===== config.mk =====
export PLATFORM = sky130hd
export DESIGN_NAME = lcd_ctrl_host_bus_port
export DESIGN_NICKNAME = d
export VERILOG_FILES = /design/src/lcd_port_pkg.sv /design/src/lcd_ctrl_host_bus_port.sv
export VERILOG_INCLUDE_DIRS = /design/src
export SDC_FILE = /design/constraint.sdc
export NUM_CORES = 1
export LEC_CHECK = 0
export BUFFER_PORTS_ARGS = -buffer_cell sky130_fd_sc_hd__buf_2
export CORE_ASPECT_RATIO = 1.75
export CORE_MARGIN = 5
export CORE_UTILIZATION = 30
export CTS_CLUSTER_SIZE = 20
export DETAILED_ROUTE_END_ITERATION = 8
export GPL_TIMING_DRIVEN = 0
export PLACE_DENSITY_LB_ADDON = 0.12
export SLEW_MARGIN = 20
export SYNTH_ARGS = -nofsm -noshare
export SYNTH_HDL_FRONTEND = slang
export SYNTH_SLANG_ARGS = --single-unit

===== constraint.sdc =====
create_clock -name i_core_clk -period 2.3 [get_ports i_core_clk]
set_clock_uncertainty 0.1 [all_clocks]
set_input_delay 0.46 -clock i_core_clk [delete_from_list [all_inputs] [get_ports i_core_clk]]
set_output_delay 0.46 -clock i_core_clk [all_outputs]
set_load 0.005 [all_outputs]

===== src/lcd_port_params.svh =====
`ifndef LCD_PORT_PARAMS_SVH
`define LCD_PORT_PARAMS_SVH

// ----------------------------------------------------------------
// Widths and reset values
// ----------------------------------------------------------------
`define LCDP_DATA_W 8
// Pin bundle idle: straps 0, reset pin 1, select 1, read 1, write 1, A-line 0, data 0
`define LCDP_PIN_IDLE 15'h1e00
`define LCDP_BUS_IDLE 8'h00

`endif


===== src/lcd_port_pkg.sv =====
`default_nettype none
`include "lcd_port_params.svh"

package lcd_port_pkg;

    // ----------------------------------------------------------------
    // Host interface style
    // ----------------------------------------------------------------
    typedef enum logic [1:0] {
        MODE_STROBE,
        MODE_ENABLE,
        MODE_NONE
    } host_mode_e;

    // Pin bundle as seen at the package
    typedef struct packed {
        logic host_family_select_a;
        logic host_family_select_b;
        logic hw_reset_n;
        logic cs_n;
        logic rd_e;
        logic wr_rw;
        logic cmd_data_select;
        logic [`LCDP_DATA_W-1:0] data;
    } pin_s;

    // Byte handed to the controller core
    typedef struct packed {
        logic valid;
        logic is_cmd;
        logic [`LCDP_DATA_W-1:0] data;
    } host_write_s;

    // Whole state of the port
    typedef struct packed {
        pin_s s1;
        pin_s s2;
        pin_s s3;
        pin_s filt;
        logic [`LCDP_DATA_W-1:0] bus_out;
        logic bus_oe;
        host_write_s wr;
        logic rd_pulse;
        logic ctrl_reset;
    } port_state_s;

endpackage : lcd_port_pkg

`default_nettype wire


===== src/lcd_ctrl_host_bus_port.sv =====
`timescale 1ns/1ps
`default_nettype none
`include "lcd_port_params.svh"

module lcd_ctrl_host_bus_port
    import lcd_port_pkg::*;
(
    input wire logic i_core_clk,
    input wire logic i_resetn,
    input wire logic i_host_family_select_a,
    input wire logic i_host_family_select_b,
    input wire logic i_hw_reset_n,
    input wire logic i_cs_n,
    input wire logic i_rd_e,
    input wire logic i_wr_rw,
    input wire logic i_cmd_data_select,
    input wire logic [`LCDP_DATA_W-1:0] i_host_data_bus,
    input wire logic [`LCDP_DATA_W-1:0] i_status_byte,
    input wire logic [`LCDP_DATA_W-1:0] i_read_data,
    output logic [`LCDP_DATA_W-1:0] o_host_data_bus,
    output logic o_host_data_bus_oe,
    output host_write_s o_host_write,
    output logic o_data_read_pulse,
    output logic o_ctrl_reset
);

    // ----------------------------------------------------------------
    // State and reset value
    // ----------------------------------------------------------------
    localparam port_state_s ST_RESET = '{
        s1: `LCDP_PIN_IDLE,
        s2: `LCDP_PIN_IDLE,
        s3: `LCDP_PIN_IDLE,
        filt: `LCDP_PIN_IDLE,
        bus_out: `LCDP_BUS_IDLE,
        bus_oe: 1'b0,
        wr: '0,
        rd_pulse: 1'b0,
        ctrl_reset: 1'b0
    };

    port_state_s st_reg;
    port_state_s st_next;
    pin_s pins_in;
    host_mode_e mode;
    logic selected;
    logic read_active;
    logic write_edge;
    logic read_start;

    // ----------------------------------------------------------------
    // Helpers
    // ----------------------------------------------------------------

    // A bit follows the pin once the second and third stages agree
    function automatic pin_s settle(input pin_s s2, input pin_s s3, input pin_s held);
        pin_s diff;
        diff = s2 ^ s3;
        return (~diff & s3) | (diff & held);
    endfunction : settle

    // Interface style from the two straps
    function automatic host_mode_e mode_of(input pin_s p);
        host_mode_e m;
        m = MODE_NONE;
        if (!p.host_family_select_a && !p.host_family_select_b) begin
            m = MODE_STROBE;
        end else if (p.host_family_select_a && !p.host_family_select_b) begin
            m = MODE_ENABLE;
        end
        return m;
    endfunction : mode_of

    // Pins gathered into one bundle
    assign pins_in = {i_host_family_select_a, i_host_family_select_b, i_hw_reset_n, i_cs_n,
                      i_rd_e, i_wr_rw, i_cmd_data_select, i_host_data_bus};

    // ----------------------------------------------------------------
    // Next state
    // ----------------------------------------------------------------
    always_comb begin
        st_next = st_reg;
        mode = mode_of(st_reg.filt);
        selected = !st_reg.filt.cs_n;
        read_active = 1'b0;
        write_edge = 1'b0;
        read_start = 1'b0;

        // Three-stage synchroniser, first stage read only by the second
        st_next.s1 = pins_in;
        st_next.s2 = st_reg.s1;
        st_next.s3 = st_reg.s2;
        st_next.filt = settle(st_reg.s2, st_reg.s3, st_reg.filt);

        // Strobe decode per style
        unique case (mode)
            MODE_STROBE: begin
                read_active = selected && !st_reg.filt.rd_e;
                write_edge = selected && !st_reg.filt.wr_rw
                             && st_next.filt.wr_rw;
                read_start = selected && st_reg.filt.rd_e && !st_next.filt.rd_e;
            end
            MODE_ENABLE: begin
                read_active = selected && st_reg.filt.rd_e && st_reg.filt.wr_rw;
                write_edge = selected && !st_reg.filt.rd_e && st_next.filt.rd_e
                             && !st_next.filt.wr_rw;
                read_start = selected && !st_reg.filt.rd_e && st_next.filt.rd_e
                             && st_next.filt.wr_rw;
            end
            MODE_NONE: begin
                read_active = 1'b0;
            end
        endcase

        // Read path: status on select 0, data or cursor on select 1
        st_next.bus_oe = read_active;
        if (!read_active) begin
            st_next.bus_out = `LCDP_BUS_IDLE;
        end else if (st_reg.filt.cmd_data_select) begin
            st_next.bus_out = i_read_data;
        end else begin
            st_next.bus_out = i_status_byte;
        end
        st_next.rd_pulse = read_start && st_reg.filt.cmd_data_select;

        // Write path: select 1 marks a command code
        st_next.wr.valid = write_edge;
        // Kind and byte hold until the next write edge, even one blocked by the reset pin
        if (write_edge) begin
            st_next.wr.is_cmd = st_reg.filt.cmd_data_select;
            st_next.wr.data = (mode == MODE_STROBE) ? st_reg.filt.data : st_next.filt.data;
        end

        // Reset pin low: hold the core in reset and keep the port quiet
        st_next.ctrl_reset = !st_reg.filt.hw_reset_n;
        if (!st_reg.filt.hw_reset_n) begin
            st_next.bus_oe = 1'b0;
            st_next.bus_out = `LCDP_BUS_IDLE;
            st_next.wr.valid = 1'b0;
            st_next.rd_pulse = 1'b0;
        end
    end

    // State register
    always_ff @(posedge i_core_clk or negedge i_resetn) begin
        if (!i_resetn) begin
            st_reg <= ST_RESET;
        end else begin
            st_reg <= st_next;
        end
    end

    // Outputs straight from the state register
    assign o_host_data_bus = st_reg.bus_out;
    assign o_host_data_bus_oe = st_reg.bus_oe;
    assign o_host_write = st_reg.wr;
    assign o_data_read_pulse = st_reg.rd_pulse;
    assign o_ctrl_reset = st_reg.ctrl_reset;

    // ----------------------------------------------------------------
    // Checks
    // ----------------------------------------------------------------
    a_write_mode_valid: assert property (
        @(posedge i_core_clk) disable iff (!i_resetn)
        o_host_write.valid |-> !$past(st_reg.filt.host_family_select_b))
        else $error("Write taken with an unsupported strap setting");

    a_strobe_read_oe: assert property (
        @(posedge i_core_clk) disable iff (!i_resetn)
        o_host_data_bus_oe && !$past(st_reg.filt.host_family_select_a)
        |-> !$past(st_reg.filt.rd_e))
        else $error("Bus driven without read strobe low");

    a_strobe_write_edge: assert property (
        @(posedge i_core_clk) disable iff (!i_resetn)
        o_host_write.valid && !$past(st_reg.filt.host_family_select_a)
        |-> !$past(st_reg.filt.wr_rw) && st_reg.filt.wr_rw
            && o_host_write.data == $past(st_reg.filt.data))
        else $error("Strobe write not taken at write rising edge");

    a_enable_write_edge: assert property (
        @(posedge i_core_clk) disable iff (!i_resetn)
        o_host_write.valid && $past(st_reg.filt.host_family_select_a)
        |-> !$past(st_reg.filt.rd_e) && st_reg.filt.rd_e && !st_reg.filt.wr_rw)
        else $error("Enable write not taken at enable rising edge");

    a_status_read: assert property (
        @(posedge i_core_clk) disable iff (!i_resetn)
        o_host_data_bus_oe && !$past(st_reg.filt.cmd_data_select)
        |-> o_host_data_bus == $past(i_status_byte))
        else $error("Status read returned wrong byte");

    a_data_read: assert property (
        @(posedge i_core_clk) disable iff (!i_resetn)
        o_host_data_bus_oe && $past(st_reg.filt.cmd_data_select)
        |-> o_host_data_bus == $past(i_read_data))
        else $error("Data read returned wrong byte");

    a_write_kind: assert property (
        @(posedge i_core_clk) disable iff (!i_resetn)
        o_host_write.valid |-> o_host_write.is_cmd == $past(st_reg.filt.cmd_data_select))
        else $error("Write kind does not follow select line");

    a_bus_release: assert property (
        @(posedge i_core_clk) disable iff (!i_resetn)
        !o_host_data_bus_oe |-> o_host_data_bus == `LCDP_BUS_IDLE)
        else $error("Bus value present while released");

    // No read strobe in either style: strap a differs from the read or enable pin
    a_no_read_release: assert property (
        @(posedge i_core_clk) disable iff (!i_resetn)
        $past(st_reg.filt.host_family_select_a) != $past(st_reg.filt.rd_e)
        |-> !o_host_data_bus_oe && o_host_data_bus == `LCDP_BUS_IDLE)
        else $error("Bus not released without a read");

    a_chip_select: assert property (
        @(posedge i_core_clk) disable iff (!i_resetn)
        (o_host_data_bus_oe || o_host_write.valid) |-> !$past(st_reg.filt.cs_n))
        else $error("Access acted on without chip select");

    a_hw_reset: assert property (
        @(posedge i_core_clk) disable iff (!i_resetn)
        !$past(st_reg.filt.hw_reset_n)
        |-> o_ctrl_reset && !o_host_data_bus_oe && !o_host_write.valid)
        else $error("Reset pin low did not reset the controller");

endmodule : lcd_ctrl_host_bus_port

`default_nettype wire


* Yosys cells after proc, flatten, opt, wreduce, memory -nomap -nowiden *
Cells that the tools add are included.

cells by class
  equal/unequal tests = 2
  reduce and logical (&&, ||, !) cells = 21
  bitwise operators = 5
  muxes and demuxes = 10

operator list
  kind                number
  $and 15x15->15      2
  $mux 8              3
  $not 15->15         1
  $or 15x15->15       1
  $xor 15x15->15      1
  $logic_and 1x1->1   12
  $mux 10             1
  $logic_not 1->1     8
  $mux 2              2
  $pmux 1 s2          2
  $pmux 1 s3          1
  $eq 2x1->1 const B  1
  $eq 2x2->1 const B  1
  $logic_not 2->1     1
  $mux 1              1

word-level totals
  logic and storage cells = 77
  bits in registers = 81
  bits of input ports = 33

* Depth between registers and ports, before layout *
  depth in word-level cells = 9
  mapped depth = 5

* Worst setup path before layout *
Ideal clock, no wire load.

  kind = reg-to-reg
  from = register st_reg (netlist bit st_next[45])
  to = register st_reg (netlist bit o_host_write[0])
  clock period less this slack = 1628 ps
  stages on the path, launching flop included = 5
  arrival time = 1403 ps
  data required time = 2075 ps
  buffers on the path = 0
  path slack = 672 ps
  path through = dfstp_2 -> maj3_2 -> nor4_4 -> a21oi_4 -> mux2_2

RTL lines
  what                      line                           text
  start: declaration        lcd_ctrl_host_bus_port.sv:42   port_state_s st_reg;
  start signal: assignment  lcd_ctrl_host_bus_port.sv:149  st_reg <= st_next;

==> run metrics <==
area of the multi-input gates=599 um2; fin crit period=1.81 ns; net count after synthesis=227; root buf cell=clkbuf_16; width of the die=83.5 um; CTS buffer count=9; synthesis-to-layout area growth=25.9%; PD cells=956 nW/um2; Reg area=2050 um2; Final GP Congestion=0.668; core area=9350 um2; Crit Path Class=flip-flop to flip-flop; n_diodes=0; Tcrit/Tclk final=0.786; mean post-synth cell area=14.6 um2; M2 GR Usage=0.153; io pins=54; Worst Path Buf+Inv=1; max reg flops=30; initial DRC count=27; CP Launch Type=flip-flop; critical path peak fanout=10; WP data arrival=1.92 ns; placed cell area=3280 um2; Mapped Area=2830 um2; Leak=1.70 nW; Worst path max stage delay=0.49 ns; register bit count reported by yosys=81; clk slew on worst S/H paths=0.06 ns; unrepaired setup endpoints after global routing=no; vias in the first global route=1716; Post-DP HPWL=3.27 mm; PostCTS Resize Cnt=0; status=finished, final reports clean; CTS tree=built; PortBufs=53; final-report hold violation count=0; Setup TNS Final=0 ns; Vias/cell=4.13; clock sink count=81; commonest non-fill, non-tap cell in the layout=dfrtp_1; post-CTS setup buffers=0; CTS Hold Bufs=1; required time of the critical path=2.41 ns; All-Layer GR Usage=0.0936; antenna-violating nets left=0; die area=11600 um2; hold crit path type=input port to flip-flop; initial antenna violation count=0; most crowded layer after global routing=met2; largest net degree at the start of global routing=53; Worst VDD drop=349 uV; layout cell share with drive strength beyond 1=0.438; YS warnings=0; DRC Markers=0; cell family with most CP delay=flip-flops; met1 Use GR=0.104; wire per inst=12.4 um; Final Max Tran Viols=0; Synth Instances=194; first-pass GRT wire length=8.35 mm; crit path max-delay cell type=dfrtp_1; nets=293; most frequent cells in the layout=dfrtp_1 (65), buf_2 (52), buf_4 (19); Max-slew headroom=0.522; cell area after layout=3570 um2; DRT Pass-1 Iters=4; Clock Latency Late Sink=0.33 ns; cell chain of the critical path=or2_1 > buf_6 > nor2_2 > a21oi_4 > mux2_2; vias=1597; htree depth=3; M3 GR Usage=0.0279; DIE HEIGHT=139 um; critical path endpoint category=flip-flop; row cnt=47; Max Fclk=553 MHz; CTS max path bufs=2; WL final=4.79 mm; Starting Density=0.303; max_cap viols=0; final setup violation count=0; grt total ovfl=0; synth unique cells=22; Worst Max-Slew Pin Slew=0.716 ns; sequential share of the synthesized area=0.722; Fill cells=912
worst reg2reg max path, delay by kind of cell, from the launching register on:
family | cells | cell delay (ns)
buf+inv | 1 | 0.14
flops | 1 | 0.49
compound gates | 1 | 0.36
mux | 1 | 0.38
simple gates | 2 | 0.22
layer usage:
| metal | wire, um | vias up |
|---|---|---|
| met5 | 0 | - |
| met4 | 141 | 0 |
| met3 | 208 | 10 |
| met2 | 2560 | 37 |
| met1 | 1880 | 779 |
| li1 | - | 771 |
cell families (layout without fill, tap and decap cells):
family,Yosys count,count (layout),synth area share
AO/OA/AOI/OAI,28,28,0.0547
adder cells (fa/ha/maj),14,14,0.0499
buffers and inverters,30,101,0.0662
flip-flops,81,81,0.722
multiplexers,17,17,0.0640
AND/OR/NAND/NOR,24,24,0.0428
per-stage QoR:
stage	hold WS (ns)	total power [mW]	setup WS [ns]	util	std cells
global route	0.107	3.61	0.368	0.382	387
detailed placement	0.235	2.15	0.437	0.351	370
global placement	0.233	2.14	0.0256	0.348	369
CTS	0.106	3.50	0.433	0.382	387
floorplan	0.0644	1.96	0.672	-	194
finish	0.125	3.41	0.493	0.382	387
synthesized netlist by cell type:
cell type  instances  area (um2)
buf_4             18         135
mux2_2             9         101
nor4_4             1        21.3
maj3_2             1        11.3
nand3_1            2        10.0
buf_6              1        11.3
nor2_1            15        56.3
a21oi_4            1        16.3
nor3_1             1        5.00
dfrtp_1           65        1630
a21oi_1            9        45.0
o21ai_0           17        85.1
clkbuf_1           1        3.75
or2_1              1        6.26
nor2_2             1        6.26
mux2i_1            8        80.1
nand4b_1           1        8.76
maj3_1            13         130
nand2_1            2        7.51
dfstp_2           16         420
a32oi_1            1        8.76
inv_1             10        37.5
final cells by class:
cell class                 instances  area share
clock buffer                      13      0.0730
timing repair buffer              55      0.0856
inverter                          10      0.0105
clock inverter                     3     0.00421
tap                              122      0.0428
buffer                            20      0.0421
multi-input combinational         83       0.168
sequential                        81       0.574
power by group:
group	internal, mW	switching [mW]
registers	1.59	0.0851
clock network	0.784	0.515
logic	0.277	0.160
worst paths after layout:
kind	start	end	slack, ns	cells past startpoint
max in group asynchronous	i_resetn	st_next[61]$_DFF_PN1_	0.95	3
hold / removal	i_hw_reset_n	st_next[63]$_DFF_PN1_	0.13	1
setup reg to reg	flip-flop	o_host_write[3]$_DFFE_PN0P_	0.49	5
min in group asynchronous	i_resetn	st_next[64]$_DFF_PN0_	0.51	2
hold reg to reg	st_next[56]$_DFF_PN0_	st_next[41]$_DFF_PN0_	0.25	0
setup / recovery	flip-flop	o_host_write[3]$_DFFE_PN0P_	0.49	5
Power figures use the tool's default switching activity.
